**config.mk**
```make
export PLATFORM = sky130hd
export DESIGN_NAME = serial_clk_status
export DESIGN_NICKNAME = d
export VERILOG_FILES = /design/src/serial_clk_pkg.sv /design/src/baud_divider.sv /design/src/serial_clk_status.sv
export SDC_FILE = /design/constraint.sdc
export NUM_CORES = 1
export LEC_CHECK = 0
export BUFFER_PORTS_ARGS = -buffer_cell sky130_fd_sc_hd__buf_2
export CAP_MARGIN = 40
export CORE_MARGIN = 3
export CORE_UTILIZATION = 50
export CTS_CLUSTER_SIZE = 10
export DETAILED_ROUTE_END_ITERATION = 12
export GPL_TIMING_DRIVEN = 0
export PLACE_DENSITY = 0.82
export SYNTH_ARGS = -nofsm -noshare
export SYNTH_HDL_FRONTEND = slang
export SYNTH_SLANG_ARGS = --single-unit
```
**constraint.sdc**
```tcl
create_clock -name clk -period 2 [get_ports clk]
set_input_delay 0.6 -clock clk [delete_from_list [all_inputs] [get_ports clk]]
set_output_delay 0.6 -clock clk [all_outputs]
set_load 0.02 [all_outputs]
```
**src/serial_clk_pkg.sv**
```systemverilog
// Constants and carrier types for the two-wire port clock/status block.
// Assumes a single 25 MHz core clock.
`default_nettype none
package serial_clk_pkg;
  // ==========================================================
  // Clocking
  localparam int unsigned CLK_HZ = 25_000_000;
  // Divider count rate: oscillator/2 (8 MHz oscillator)
  localparam int unsigned OSC_HZ = 8_000_000;
  localparam int unsigned DIV_TICK_HZ = OSC_HZ / 2;
  // Core cycles per divider tick, rounded down, at least one
  localparam int unsigned TICK_CYC_I =
    (CLK_HZ / DIV_TICK_HZ) < 1 ? 1 : (CLK_HZ / DIV_TICK_HZ);
  localparam logic [3:0] TICK_CYC = 4'(TICK_CYC_I);
  // Least legal reload value; smaller ones are raised to it
  localparam logic [7:0] RELOAD_MIN = 8'h03;
  localparam logic [7:0] RELOAD_RST = 8'h13;

  // ==========================================================
  // Register byte addresses (word aligned)
  localparam logic [4:0] ADDR_RELOAD = 5'h00;
  localparam logic [4:0] ADDR_STATUS = 5'h04;
  localparam logic [4:0] ADDR_CTRL = 5'h08;
  localparam logic [4:0] ADDR_IRQ_STAT = 5'h0C;
  localparam logic [4:0] ADDR_IRQ_MASK = 5'h10;

  // Status register bit positions
  localparam int unsigned ST_SLEW = 7;
  localparam int unsigned ST_EDGE = 6;
  localparam int unsigned ST_DATA = 5;
  localparam int unsigned ST_STOP = 4;
  localparam int unsigned ST_START = 3;
  // Control register bit positions
  localparam int unsigned CT_EN = 0;
  localparam int unsigned CT_RUN = 1;
  // Interrupt bit positions
  localparam int unsigned IR_START = 0;
  localparam int unsigned IR_STOP = 1;
  localparam int unsigned IR_BYTE = 2;
  localparam int unsigned IRQ_W = 3;

  // ==========================================================
  // Carriers
  typedef struct packed {
    logic scl;
    logic sda;
  } bus_pins_t;

  typedef struct packed {
    logic read;
    logic write;
    logic [4:0] address;
    logic [31:0] writedata;
  } av_req_t;
endpackage
`default_nettype wire

```
**src/baud_divider.sv**
```systemverilog
// Reloading down-counter that toggles the serial clock on rollover.
// Assumes tick is a one-cycle enable and rst_sync_b is synchronous-released.
`default_nettype none
module baud_divider
  import serial_clk_pkg::*;
(
  // Clock and reset
  input wire logic clk,
  input wire logic rst_sync_b,
  // Control
  input wire logic tick,
  input wire logic run,
  input wire logic [7:0] reload,
  // Generated clock
  output logic scl_level,
  output logic rollover
);
  typedef struct packed {
    logic [7:0] cnt;
    logic scl;
    logic roll;
  } div_state_t;

  div_state_t s_q, s_d;
  logic [7:0] eff_reload;

  // ==========================================================
  // RULE_06 - invalid reloads raised
  assign eff_reload = (reload < RELOAD_MIN) ? RELOAD_MIN : reload;

  // RULE_01 - two rollovers per period
  always_comb begin
    s_d = s_q;
    s_d.roll = 1'b0;
    if (!run) begin
      s_d.cnt = eff_reload;
      s_d.scl = 1'b1;
    end else if (tick) begin
      if (s_q.cnt == 8'h00) begin
        s_d.cnt = eff_reload;
        s_d.scl = ~s_q.scl;
        s_d.roll = 1'b1;
      end else begin
        s_d.cnt = s_q.cnt - 8'h01;
      end
    end
  end

  // State register
  always_ff @(posedge clk or negedge rst_sync_b) begin
    if (!rst_sync_b) begin
      s_q <= '{cnt: RELOAD_RST, scl: 1'b1, roll: 1'b0};
    end else begin
      s_q <= s_d;
    end
  end

  assign scl_level = s_q.scl;
  assign rollover = s_q.roll;

  // ==========================================================
  property p_roll_toggle;
    @(posedge clk) disable iff (!rst_sync_b)
    (run && tick && s_q.cnt == 8'h00) |=> (rollover && scl_level != $past(scl_level));
  endproperty
  a_roll_toggle: assert property (p_roll_toggle) // RULE_01
    else $error("rollover did not toggle serial clock");

  property p_cnt_legal;
    @(posedge clk) disable iff (!rst_sync_b)
    run |=> (s_q.cnt <= eff_reload || $past(s_q.cnt) > eff_reload);
  endproperty
  a_cnt_legal: assert property (p_cnt_legal) // RULE_06
    else $error("divider count outside reload range");
endmodule
`default_nettype wire

```
**src/serial_clk_status.sv**
```systemverilog
// Two-wire port master clock divider with start/stop/byte-type status.
// Assumes Avalon-MM master on clk; pins arrive asynchronously; byte
// events come from port logic on clk.
//
// How it works
// RULE_01 - Reloads 04h, 0Bh, 13h give 400, 166, 100 kHz; two rollovers each. The 6-cycle tick at 25 MHz gives 416.7, 173.6, 104.2 kHz.
// RULE_02 - The 400 kHz rate is not fully fast-mode compliant; use with care.
// RULE_03 - Stop flag reads 1 when stop was the latest condition; 0 at reset.
// RULE_04 - Start flag reads 1 when start was the latest condition; 0 at reset.
// RULE_05 - Clearing port enable clears both start and stop flags.
// RULE_06 - Clock is oscillator over four times reload plus one; 0-2 invalid. Here it is the 25 MHz core clock over 12 times reload plus one.
// RULE_07 - Data flag reads 1 for a data byte, 0 for an address byte.
//
// The register offsets and register access over Avalon-MM were chosen for this implementation.
`default_nettype none
module serial_clk_status
  import serial_clk_pkg::*;
(
  // Clock and reset
  input wire logic clk,
  input wire logic rst_b,
  // Avalon-MM slave
  input wire logic [4:0] address,
  input wire logic read,
  input wire logic write,
  input wire logic [31:0] writedata,
  input wire logic [3:0] byteenable,
  output logic [31:0] readdata,
  output logic waitrequest,
  // Two-wire bus pins
  input wire logic scl_in,
  input wire logic sda_in,
  output logic scl_out,
  output logic scl_oe,
  // Byte events from the port's shift logic
  input wire logic byte_done,
  input wire logic byte_is_data,
  // Interrupt
  output logic irq
);
  typedef struct packed {
    bus_pins_t sync1;
    bus_pins_t sync2;
    logic sda_prev;
    logic [3:0] tick_cnt;
    logic tick;
    logic ack;
    logic [31:0] rdata;
    logic [7:0] reload;
    logic slew;
    logic edge_sel;
    logic data_flag;
    logic stop_flag;
    logic start_flag;
    logic en;
    logic run;
    logic [IRQ_W-1:0] irq_stat;
    logic [IRQ_W-1:0] irq_mask;
  } state_t;

  state_t s_q, s_d;
  logic [1:0] rst_pipe_q;
  logic rst_sync_b;
  logic start_evt, stop_evt, acc, wr_en;
  logic [IRQ_W-1:0] irq_set, irq_clr;
  logic scl_gen;
  av_req_t req;

  // ==========================================================
  // Reset release synchroniser
  always_ff @(posedge clk or negedge rst_b) begin
    if (!rst_b) begin
      rst_pipe_q <= 2'b00;
    end else begin
      rst_pipe_q <= {rst_pipe_q[0], 1'b1};
    end
  end
  assign rst_sync_b = rst_pipe_q[1];

  // Register read mux
  function automatic logic [31:0] reg_read(input state_t s,
                                           input logic [4:0] a);
    logic [31:0] v;
    v = '0;
    unique case (a)
      ADDR_RELOAD: v[7:0] = s.reload;
      ADDR_STATUS: begin
        v[ST_SLEW] = s.slew;
        v[ST_EDGE] = s.edge_sel;
        v[ST_DATA] = s.data_flag;
        v[ST_STOP] = s.stop_flag;
        v[ST_START] = s.start_flag;
      end
      ADDR_CTRL: begin
        v[CT_EN] = s.en;
        v[CT_RUN] = s.run;
      end
      ADDR_IRQ_STAT: v[IRQ_W-1:0] = s.irq_stat;
      ADDR_IRQ_MASK: v[IRQ_W-1:0] = s.irq_mask;
      default: v = '0;
    endcase
    return v;
  endfunction

  // ==========================================================
  // Bus conditions from synchronised pins
  assign req = '{read: read, write: write, address: address,
                 writedata: writedata};
  assign start_evt = s_q.sync2.scl & s_q.sda_prev & ~s_q.sync2.sda;
  assign stop_evt = s_q.sync2.scl & ~s_q.sda_prev & s_q.sync2.sda;
  assign acc = (req.read | req.write) & s_q.ack;
  assign wr_en = acc & req.write & byteenable[0];
  assign irq_clr = (wr_en && req.address == ADDR_IRQ_STAT) ?
                   req.writedata[IRQ_W-1:0] : '0;
  always_comb begin
    irq_set = '0;
    irq_set[IR_START] = s_q.en & start_evt;
    irq_set[IR_STOP] = s_q.en & stop_evt;
    irq_set[IR_BYTE] = s_q.en & byte_done;
  end

  // Next-state logic
  always_comb begin
    s_d = s_q;
    s_d.sync1 = '{scl: scl_in, sda: sda_in};
    s_d.sync2 = s_q.sync1;
    s_d.sda_prev = s_q.sync2.sda;
    // Divider tick at oscillator/2
    s_d.tick = 1'b0;
    if (s_q.tick_cnt == TICK_CYC - 4'h1) begin
      s_d.tick_cnt = 4'h0;
      s_d.tick = 1'b1;
    end else begin
      s_d.tick_cnt = s_q.tick_cnt + 4'h1;
    end
    // One wait state, then answer
    s_d.ack = (req.read | req.write) & ~s_q.ack;
    if ((req.read | req.write) & ~s_q.ack) begin
      s_d.rdata = reg_read(s_q, req.address);
    end
    if (wr_en) begin
      unique case (req.address)
        ADDR_RELOAD: s_d.reload = req.writedata[7:0];
        ADDR_STATUS: begin
          s_d.slew = req.writedata[ST_SLEW];
          s_d.edge_sel = req.writedata[ST_EDGE];
        end
        ADDR_CTRL: begin
          s_d.en = req.writedata[CT_EN];
          s_d.run = req.writedata[CT_RUN];
        end
        ADDR_IRQ_MASK: s_d.irq_mask = req.writedata[IRQ_W-1:0];
        default: ;
      endcase
    end
    // RULE_04 - start seen last
    if (start_evt) begin
      s_d.start_flag = 1'b1;
      s_d.stop_flag = 1'b0;
    end
    // RULE_03 - stop seen last
    if (stop_evt) begin
      s_d.stop_flag = 1'b1;
      s_d.start_flag = 1'b0;
    end
    // RULE_07 - byte type latch
    if (byte_done) begin
      s_d.data_flag = byte_is_data;
    end
    // RULE_05 - disable clears flags
    if (!s_q.en) begin
      s_d.start_flag = 1'b0;
      s_d.stop_flag = 1'b0;
    end
    // Run needs enable; judged on the value being written
    if (!s_d.en) begin
      s_d.run = 1'b0;
    end
    // Sticky events, set wins over clear
    s_d.irq_stat = (s_q.irq_stat & ~irq_clr) | irq_set;
  end

  // State register
  always_ff @(posedge clk or negedge rst_sync_b) begin
    if (!rst_sync_b) begin
      s_q <= '0;
      s_q.sync1 <= '{scl: 1'b1, sda: 1'b1};
      s_q.sync2 <= '{scl: 1'b1, sda: 1'b1};
      s_q.sda_prev <= 1'b1;
      s_q.reload <= RELOAD_RST;
    end else begin
      s_q <= s_d;
    end
  end

  // ==========================================================
  // RULE_06 - master clock divider
  baud_divider u_div (
    .clk(clk),
    .rst_sync_b(rst_sync_b),
    .tick(s_q.tick),
    .run(s_q.en & s_q.run),
    .reload(s_q.reload),
    .scl_level(scl_gen),
    .rollover()
  );

  // Open-drain clock: drive only while low
  assign scl_out = 1'b0;
  assign scl_oe = ~scl_gen;
  assign waitrequest = (req.read | req.write) & ~s_q.ack;
  assign readdata = s_q.rdata;
  assign irq = |(s_q.irq_stat & s_q.irq_mask);

  // ==========================================================
  property p_stop_last;
    @(posedge clk) disable iff (!rst_sync_b)
    (stop_evt && s_q.en) |=> (s_q.stop_flag && !s_q.start_flag);
  endproperty
  a_stop_last: assert property (p_stop_last) // RULE_03
    else $error("stop flag not set after stop");

  property p_start_last;
    @(posedge clk) disable iff (!rst_sync_b)
    (start_evt && s_q.en) |=> (s_q.start_flag && !s_q.stop_flag);
  endproperty
  a_start_last: assert property (p_start_last) // RULE_04
    else $error("start flag not set after start");

  property p_flags_reset;
    @(posedge clk) $rose(rst_sync_b) |-> !s_q.start_flag && !s_q.stop_flag;
  endproperty
  a_flags_reset: assert property (p_flags_reset) // RULE_03
    else $error("flags not zero after reset");

  property p_disable_clear;
    @(posedge clk) disable iff (!rst_sync_b)
    !s_q.en |=> !s_q.start_flag && !s_q.stop_flag;
  endproperty
  a_disable_clear: assert property (p_disable_clear) // RULE_05
    else $error("flags survive port disable");

  property p_byte_type;
    @(posedge clk) disable iff (!rst_sync_b)
    byte_done |=> s_q.data_flag == $past(byte_is_data);
  endproperty
  a_byte_type: assert property (p_byte_type) // RULE_07
    else $error("data flag wrong after byte");

  property p_idle_released;
    @(posedge clk) disable iff (!rst_sync_b)
    !s_q.en ##1 !s_q.en |=> !scl_oe;
  endproperty
  a_idle_released: assert property (p_idle_released) // RULE_01
    else $error("clock driven while port disabled");
endmodule
`default_nettype wire

```
Word-level counts from Yosys, hierarchy flattened --
Cells that the tools add are included.
Word-level totals: bits in registers 51, bits in latches 0, RAM bits 0, bits in read-only memories 0, output and inout port bits 36, memories kept 0
Operators by class: add/sub/neg operators 2, multipliers 0, divide/modulo/power cells 0, magnitude comparators 1, equality and inequality tests 10, shift operators 0, multiplexer cells 17, bitwise operators 21, reductions and logical operators 9
Operators with widths (number):
- 2-to-1 mux 8 bit | 2
- AND 1 bit | 12
- 2-to-1 mux 2 bit | 6
- == test 5 x 4 -> 1 bit (second input constant) | 2
- 2-to-1 mux 10 bit | 1
- one-hot mux 5 bit (2 select lines) | 1
- AND reduction 2 bit | 5
- 2-to-1 mux 9 bit | 1
- logical NOT 8 bit | 1
- < comparator 8 x 2 -> 1 bit (second input constant) | 1
- one-hot mux 2 bit (4 select lines) | 1
- subtractor 8 x 1 -> 8 bit (second input constant) | 1
- AND 3 bit | 2
- == test 5 x 3 -> 1 bit (second input constant) | 1
- == test 5 bit (second input constant) | 1
- logical NOT 5 bit | 1
- adder 4 x 1 -> 4 bit (second input constant) | 1
- == test 4 x 3 -> 1 bit (second input constant) | 1
- 2-to-1 mux 4 bit | 1
- != test 2 x 1 -> 1 bit (second input constant) | 2
- != test 2 bit (second input constant) | 2
- NOT 1 bit | 4
- 2-to-1 mux 3 bit | 1
- != test 3 x 1 -> 1 bit (second input constant) | 1
- other kinds (7) | 8

Depth between registers and ports, before layout --
Gate-level depths: netlist of the first run.
depth in word-level cells 9, gate-level depth with buffers 6, depth with buffers taken out 6

Modules after synthesis --
A second synthesis of the first run with hierarchy kept.
Second synthesis, totals: cell total of the unflattened synthesis 251, area total of the unflattened synthesis 2688.8 µm²
By module, submodules not included:
- serial_clk_status | instances 1, cells an instance 181, area each 2062.0 µm²
- baud_divider | instances 1, cells an instance 70, area each 626.9 µm²

Worst setup path after synthesis of the first run --
Ideal clock, no wire load.
kind in2out, from input port write, to output port waitrequest, arrival 1363 ps, required time 1400 ps, path slack 37 ps, stages on the path 4, path buffers 1, cells stage by stage nor2_1 -> or2_2 -> clkbuf_1 -> clkinv_1
On the way: word-level cells in the longest chain between the ends 2
RTL lines:
- start: declaration | RTL line serial_clk_status.sv:25 | input wire logic write,
- OR 1 bit | RTL line serial_clk_status.sv:211 | assign waitrequest = (req.read | req.write) & ~s_q.ack;
- AND 1 bit | RTL line serial_clk_status.sv:211
- end: declaration | RTL line serial_clk_status.sv:29 | output logic waitrequest,
No other way between the ends.

Worst setup path after layout of the first run --
Ends and elaborated chain as after synthesis.

==> results.json, run 1 <==
{
  "synth_top_area_share_pct": 37.4,
  "fmax_ghz": 0.525,
  "synth.avg_cell_area_um2": 10.7,
  "synthFlopType": "dfrtp_1",
  "grt_max_degree": 41,
  "r2r-start": "s_q[54]",
  "fin_ws_ns": 0.0961,
  "path_cells": "buf_2 -> nor2_1 -> or2_4 -> inv_4 -> buf_2",
  "area_growth_pct": 18.3,
  "seq_area_mm2": 0.00129,
  "wl_per_cell_um": 13.7,
  "design_area_mm2": 0.00309,
  "dieWidth_um": 78.3,
  "grt_pass1_vias": 1872,
  "async_reset_ff_share_pct": 100,
  "cp_num_buf_inv": 3,
  "cap_violations": 0,
  "ant_nets": 0,
  "clock_skew_ns": 0.00539,
  "seq_area_frac_synth_pct": 49.4,
  "layout_commonest_cell": "dfrtp_1",
  "leakage_uw": 0.00153,
  "numCtsBuffers": 5,
  "hold_class": "input port to async pin",
  "r2r-end": "u_div.s_q[3]",
  "synth_area_mm2": 0.00261,
  "grt_pass1_wl_um": 8610,
  "num_rows": 25,
  "clkTransAtPathRegs_ns": 0.09,
  "io_pins": 85,
  "fin_crit_sh_pct": 95.2,
  "cp-start-kind": "input port",
  "rr_worst_depth": 4,
  "fp.dieArea_mm2": 0.00613,
  "holdWs_ns": 0.0612,
  "route.detailed.drc": 0,
  "synth_top_cell_by_area": "dfrtp_1",
  "maxSlewViolCount": 0,
  "pre_cts_ws_ns": -0.413,
  "wl_um": 5160,
  "hold_viol_final": 0,
  "via_per_inst": 5.16,
  "hpwl_um": 3960,
  "start_util_pct": 53.5,
  "drt-pass1-iter-count": 4,
  "gp_congestion": 0.795,
  "root_buffer": "clkbuf_8",
  "grt_antenna_before_repair": 0,
  "path_max_fanout": 11,
  "layoutNonFillerInstCount": 376,
  "crit_top_cell": "buf_2",
  "r2r_setup_slack_ns": 0.24,
  "cts_setup_buffers": 0,
  "cp.arrival_ns": 1.30,
  "nNetsFinal": 359,
  "drive_gt1_share_pct": 37.9,
  "grt_remaining_overflow": 0,
  "setup_violations": 0,
  "port_buffers": 32,
  "synth_seq_cells": 51,
  "synthTopCellsByArea": "dfrtp_1, dfstp_2, buf_4",
  "place_inst": 369,
  "rsz0062_at_grt": "no",
  "critical_path_class": "input port to output port",
  "die_y_um": 78.3,
  "cts.path.max_buffers": 2,
  "clk-insertion-delay-late_ns": 0.30,
  "p_per_area_mw_per_mm2": 803,
  "synth_edf_count": 0,
  "drtIter0Drc": 157,
  "vias": 1942,
  "h-tree-depth": 2,
  "mostFrequentLayoutCells": "dfrtp_1, buf_2, buf_4, conb_1, nor2_1",
  "cts_sinks": 51,
  "end_kind": "output port",
  "ir_drop_v": 0.000533,
  "cpMaxStageDelayCell": "or2_4",
  "cp_slowest_stage_delay_ns": 0.28,
  "place_area_mm2": 0.00297,
  "multi_input_area_mm2": 0.00113,
  "outcome": "completed",
  "antenna_cells": 0,
  "grt_usage_pct": 17.8,
  "critPathTopFamily": "buffers and inverters",
  "worst_slew_pin_slew_ns": 0.675,
  "critical_path_required_ns": 1.40,
  "coreArea_mm2": 0.00488,
  "syn_inst": 245,
  "max_slew_margin_pct": 54.9,
  "cts_tree": "built",
  "synth_cell_types": 48,
  "nFillCells": 391,
  "ys_warn_count": 0,
  "fin_crit_ns": 1.90,
  "tns_ns": 0
}
## metal layers
metal,global-route usage [%],wire (µm)
met4,5.77,78
met3,5.05,319
met1,22.5,2210
met2,29.5,2550
met5,0,0
## power breakdown
group / total (µW) / internal (µW) / leakage (µW) / switching, µW
Sequential: 1240 / 1150 / 0.000639 / 92.0
Combinational: 531 / 248 / 0.000832 / 283
Clock: 713 / 373 / 0.0000581 / 340
Total: 2480 / 1770 / 0.00153 / 715
## metrics by stage
stage	util [%]	total power (µW)
2_1_floorplan	-	1630
3_3_place_gp	60.4	1750
3_5_place_dp	60.8	1780
4_1_cts	63.1	2490
5_1_grt	63.3	2610
6_report	63.3	2480
## kinds of logic after synthesis
logic type               count (synthesis)  share of synthesized area, %
buffers and inverters                   45                          11.3
flip-flops                              51                          49.4
AND/OR/NAND/NOR                         76                          16.4
multiplexers                            20                          8.52
AO/OA/AOI/OAI                           48                          12.8
adder cells (fa/ha/maj)                  2                         0.958
other                                    2                         0.287
XOR/XNOR                                 1                         0.335
## cells in the mapped netlist (2+ instances only)
library cell and n:
a211oi_1 3, a21boi_0 3, a21oi_1 7, a221oi_1 5, a222oi_1 3, a31oi_1 3, a32o_1 2, and2_0 2
and2_1 3, and3_1 3, buf_4 33, clkbuf_1 3, conb_1 2, dfrtp_1 39, dfstp_2 12, ha_1 2
inv_1 7, mux2_2 18, mux2i_1 2, nand2_1 16, nand2b_1 2, nand3_1 2, nor2_1 22, nor2b_1 5
nor3_1 5, nor4_1 3, nor4b_2 3, o21ai_0 12, o22ai_1 2, o32a_1 2, or3_1 2
## what timing repair did
item / CTS / global route
hold buffers: 0 / 0
gates resized for setup: 2 / 2
setup endpoints to repair: 1 / 2
## worst max-delay path by stage
stage,to,slack (ns),from,cells after the start
2_1_floorplan,waitrequest,0.04,write,4
3_3_place_gp,waitrequest,-0.44,write,6
3_5_place_dp,waitrequest,-0.41,write,6
4_1_cts,waitrequest,0.07,write,5
5_1_grt,irq,0.05,s_q[5],3
6_report,waitrequest,0.1,write,5
## layout make-up
class	instances	share of cell area, %
Sequential cell	51	41.8
Multi-Input combinational cell	173	36.5
Buffer	36	8.42
Timing Repair Buffer	33	5.83
Tap cell	67	2.71
Clock buffer	5	2.23
Clock inverter	3	1.42
Inverter	8	1.05
## sequential cells by signal (all words and copies together) (netlist names)
register         cells
rst_pipe_q           2
readdata             8
u_div.s_q            8
u_div.scl_level      1
s_d                  3
s_q                 29
## worst register-to-register path, delay by kind of cell (launching register included)
| family | cells | cell delay [ns] |
|---|---|---|
| buffers and inverters | 1 | 0.19 |
| AO/OA/AOI/OAI | 2 | 0.60 |
| AND/OR/NAND/NOR | 1 | 0.59 |
| flip-flops | 1 | 0.32 |
(Power assumes the default switching activity.)
==> run 2: changes to the inputs <==
- CORE_UTILIZATION: 50 -> 46
- PLACE_DENSITY: 0.82 -> 0.79
- clock period: 2 -> 1.7 ns (I/O delays scaled with it)
==> run 2 against run 1 <==
Net effect:
- the flow now finishes with violations (negative setup slack)
- via count up 3.6%
- hold slack better by 0.17 ns
- worst setup slack worse by 0.14 ns
- die area up 8.0%
- clock skew about the same
- register-to-register slack worse by 0.15 ns
- clock power up 12%
- global-route usage down 1.3 points
- sequential power up 18%
- critical path type is now register to output port
- highest routed layer unchanged
==> results.json, run 2 (synthesis results as in run 1) <==
{
  "wl_per_cell_um": 13.5,
  "grt_pass1_vias": 1770,
  "antenna_cells": 0,
  "grt_remaining_overflow": 0,
  "hold_class": "register to async pin",
  "grt_usage_pct": 16.5,
  "grt_pass1_wl_um": 8360,
  "fin_crit_ns": 1.74,
  "grt_antenna_before_repair": 0,
  "drive_gt1_share_pct": 40.6,
  "leakage_uw": 0.00160,
  "mostFrequentLayoutCells": "buf_4, dfrtp_1, buf_2, conb_1, nor2_1",
  "critical_path_required_ns": 1.19,
  "crit_path_start": "s_q[2]",
  "rsz0062_at_grt": "yes",
  "p_per_area_mw_per_mm2": 923,
  "place_area_mm2": 0.00297,
  "clkTransAtPathRegs_ns": 0.09,
  "design_area_mm2": 0.00323,
  "setup_violations": 1,
  "root_buffer": "clkbuf_8",
  "holdWs_ns": 0.231,
  "cp.arrival_ns": 1.23,
  "numCtsBuffers": 5,
  "largest_reg_flops": 29,
  "vias": 2011,
  "wl_um": 5250,
  "die_y_um": 81.4,
  "start_util_pct": 49.3,
  "io_pins": 85,
  "hold_viol_final": 0,
  "port_buffers": 32,
  "ant_nets": 0,
  "violations": "negative setup slack",
  "cp-start-kind": "register",
  "cap_violations": 0,
  "clk-insertion-delay-late_ns": 0.30,
  "nFillCells": 441,
  "tns_ns": -0.0419,
  "dieWidth_um": 81.4,
  "route.detailed.drc": 0,
  "via_per_inst": 5.16,
  "fin_crit_sh_pct": 102,
  "num_rows": 26,
  "maxSlewViolCount": 0,
  "critical_path_class": "register to output port",
  "grt_max_degree": 29,
  "fp.dieArea_mm2": 0.00662,
  "nNetsFinal": 370,
  "gp_congestion": 0.800,
  "cts.path.max_buffers": 2,
  "outcome": "complete, but fails checks",
  "fmax_ghz": 0.574,
  "end_kind": "output port",
  "fin_ws_ns": -0.0419,
  "hpwl_um": 3990,
  "cts_sinks": 51,
  "drt-pass1-iter-count": 4,
  "h-tree-depth": 2,
  "regMostFlops": "s_q",
  "ir_drop_v": 0.000758,
  "area_growth_pct": 23.5,
  "clock_skew_ns": 0.00551,
  "cts_tree": "built",
  "path_max_fanout": 2,
  "drtIter0Drc": 79,
  "r2r-start": "u_div.s_q[3]",
  "layout_commonest_cell": "buf_4",
  "coreArea_mm2": 0.00530
}
[run 2: cell count changes in the layout (fill, tap and decap cells not counted), moves of 2 or more]
cell / before / now
buf_4: 33 / 43
nor4b_4: 1 / 3
clkbuf_1: 2 / 4
nor4b_2: 2 / 0
[run 2: worst max-delay path, stage by stage, from the launching register on]
cell and delay, ns:
dfrtp_1 0.39, a222oi_1 0.33, inv_1 0.06, buf_2 0.16
[run 2: timing repair]
| item | 4_1_cts | 5_1_grt |
|---|---|---|
| endpoints found under the setup margin | 10 | 14 |
| pin swaps | 2 | 7 |
| hold endpoints to repair | 2 | 0 |
| hold buffers | 1 | 0 |
| setup buffers | 5 | 6 |
| resized for setup | 8 | 7 |
[run 2: metal layers]
layer / up-vias / global-route usage (%) / wire length (µm)
met4: 0 / 3.89 / 34
met5: - / 0 / 0
met2: 69 / 26.3 / 2600
met3: 6 / 3.10 / 336
met1: 969 / 23.3 / 2280
li1: 967 / - / -
[run 2: area by class of cell]
| type | count | area [µm²] | share of cell area, % |
|---|---|---|---|
| inverters | 8 | 35.0 | 1.09 |
| clock inverters | 1 | 30.0 | 0.931 |
| clock buffers | 7 | 76.3 | 2.37 |
| multi-input cells | 173 | 1170 | 36.4 |
| well taps | 70 | 87.6 | 2.71 |
| plain buffers | 36 | 260 | 8.07 |
| flip-flops and latches | 51 | 1290 | 40.1 |
| repair buffers | 44 | 272 | 8.41 |
[run 2: path summary, 6_finish.rpt]
kind	endpoint	slack [ns]	cells after the start
min	s_q[7]	0.23	0
min in group clk	s_d[61]	0.30	1
max in group asynchronous	s_q[17]	0.88	1
min reg2reg	s_q[7]	0.23	0
max reg2reg	u_div.s_q[3]	0.09	6
max	irq	-0.04	3
[run 2: where the power goes]
group | leakage (µW) | internal [µW] | switching, µW
Clock | 0.0000524 | 440 | 361
Combinational | 0.000910 | 356 | 362
Sequential | 0.000639 | 1350 | 110
Total | 0.00160 | 2150 | 833
[run 2: metrics by stage]
step / instances / worst slack [ns] / util [%] / power [µW]
global placement: 371 / -0.424 / 55.7 / 2060
floorplan: 269 / 0.0105 / - / 1920
CTS: 385 / -0.0476 / 59.5 / 2960
global route: 390 / -0.152 / 60.9 / 3150
finish: 390 / -0.0419 / 60.9 / 2980
detailed placement: 372 / -0.437 / 56.1 / 2090
==> run 3: changes to the inputs <==
- CORE_UTILIZATION: 46 -> 50
- PLACE_DENSITY: 0.79 -> 0.82
- clock period: 1.7 -> 2.11 ns (I/O delays scaled with it)
==> run 3 against run 2 <==
Net effect:
- the flow now finishes without violations
- core utilization up 2.3 points
- critical path depth up 2
- clock skew about the same
- combinational power down 31%
- sequential power down 20%
- critical path type is now input port to output port
- highest routed layer unchanged
==> results.json, run 3 (synthesis results as in run 1) <==
{
  "outcome": "completed",
  "ant_nets": 0,
  "gp_congestion": 0.795,
  "leakage_uw": 0.00153,
  "mostFrequentLayoutCells": "dfrtp_1, buf_2, buf_4, conb_1, nor2_1",
  "cp_num_buf_inv": 3,
  "hold_class": "input port to async pin",
  "drive_gt1_share_pct": 37.9,
  "fin_crit_ns": 2.00,
  "critPathTopFamily": "buffers and inverters",
  "fin_ws_ns": 0.112,
  "path_depth": 5,
  "setup_violations": 0,
  "p_per_area_mw_per_mm2": 762,
  "design_area_mm2": 0.00308,
  "regMostFlops": "s_q",
  "grt_remaining_overflow": 0,
  "nFillCells": 395,
  "largest_reg_flops": 29,
  "wl_per_cell_um": 13.8,
  "clkTransAtPathRegs_ns": 0.09,
  "fp.dieArea_mm2": 0.00613,
  "grt_max_degree": 41,
  "cpMaxStageDelayCell": "or2_4",
  "layout_commonest_cell": "dfrtp_1",
  "cp-start-kind": "input port",
  "hold_viol_final": 0,
  "critical_path_class": "input port to output port",
  "io_pins": 85,
  "cts_sinks": 51,
  "route.detailed.drc": 0,
  "worst_slew_pin_slew_ns": 0.717,
  "cts_tree": "built",
  "grt_antenna_before_repair": 0,
  "h-tree-depth": 2,
  "clock_skew_ns": 0.00527,
  "area_growth_pct": 17.9,
  "wl_um": 5180,
  "num_rows": 25,
  "via_per_inst": 5.21,
  "pre_cts_ws_ns": -0.369,
  "maxSlewViolCount": 0,
  "grt_pass1_vias": 1868,
  "rsz0062_at_grt": "no",
  "hpwl_um": 3960,
  "drtIter0Drc": 155,
  "port_buffers": 32,
  "fmax_ghz": 0.500,
  "clk-insertion-delay-late_ns": 0.30,
  "dieWidth_um": 78.3,
  "path_cells": "buf_2 -> nor2_1 -> or2_4 -> clkinv_2 -> buf_2",
  "fin_crit_sh_pct": 94.7,
  "critical_path_required_ns": 1.48,
  "cp_slowest_stage_delay_ns": 0.19,
  "crit_top_cell": "buf_2",
  "coreArea_mm2": 0.00488,
  "nNetsFinal": 359,
  "path_max_fanout": 11,
  "cap_violations": 0,
  "grt_pass1_wl_um": 8590,
  "max_slew_margin_pct": 52.1,
  "ir_drop_v": 0.000506,
  "start_util_pct": 53.5,
  "numCtsBuffers": 5,
  "place_area_mm2": 0.00297,
  "tns_ns": 0,
  "cts.path.max_buffers": 2,
  "vias": 1958,
  "rr_worst_depth": 5,
  "drt-pass1-iter-count": 4,
  "holdWs_ns": 0.0940,
  "grt_usage_pct": 17.7,
  "cp.arrival_ns": 1.37,
  "end_kind": "output port",
  "die_y_um": 78.3,
  "root_buffer": "clkbuf_8",
  "antenna_cells": 0
}
==> run 3: cell count changes in the layout (fill, tap and decap cells not counted), moves of 2 or more <==
| cell | previous run | this run |
|---|---|---|
| buf_4 | 43 | 33 |
| clkinv_2 | 0 | 2 |
| clkbuf_1 | 4 | 2 |
| nor4b_2 | 0 | 3 |
| nor4b_4 | 3 | 0 |
==> run 3: through the flow <==
stage	utilization (%)	std cells	power [µW]
floorplan	-	269	1550
global placement	60.4	368	1660
detailed placement	60.8	369	1680
CTS	63.1	376	2360
global route	63.1	376	2470
finish	63.1	376	2350
==> run 3: worst register-to-register path, stage by stage (launching register included) <==
cell	delay, ns
dfstp_2	0.40
inv_1	0.08
ha_1	0.17
nor4b_2	0.60
a21oi_2	0.23
o32a_1	0.38
==> run 3: cell type report <==
type                       instances  area [µm²]  area share (%)
multi-input combinational        173        1120            36.4
buffer                            36         260            8.45
tap                               67        83.8            2.72
timing repair buffer              33         180            5.85
clock inverter                     3        43.8            1.42
inverter                           8        31.3            1.02
sequential                        51        1290            42.0
clock buffer                       5        68.8            2.23
==> run 3: path summary, 6_finish.rpt <==
path                               start  slack [ns]             to
min                                rst_b        0.09  rst_pipe_q[0]
max in group asynchronous  rst_pipe_q[1]        1.44        s_q[17]
min in group clk           rst_pipe_q[0]        0.36  rst_pipe_q[1]
max reg2reg                 u_div.s_q[2]        0.20   u_div.s_q[3]
min reg2reg                rst_pipe_q[1]        0.13        s_q[16]
max                                write        0.11    waitrequest
==> run 3: where the power goes <==
| part | internal (µW) | total (µW) | switching [µW] | leakage [µW] |
|---|---|---|---|---|
| clock network | 353 | 677 | 323 | 0.0000581 |
| logic | 230 | 497 | 267 | 0.000830 |
| registers | 1090 | 1170 | 85.7 | 0.000639 |
==> run 3: routing by layer <==
metal | up-vias | GRT usage [%] | part of all wire [%]
li1 | 939 | - | -
met1 | 927 | 22.3 | 43
met2 | 79 | 29.5 | 49
met3 | 13 | 5.05 | 6.7
met4 | 0 | 5.77 | 1.7
met5 | - | 0 | 0
==> run 3: what timing repair did <==
| action | 4_1_cts | 5_1_grt |
|---|---|---|
| hold buffers | 0 | 0 |
| setup buffers | 0 | 0 |
| resized for setup | 1 | 1 |
| endpoints found under the setup margin | 1 | 1 |
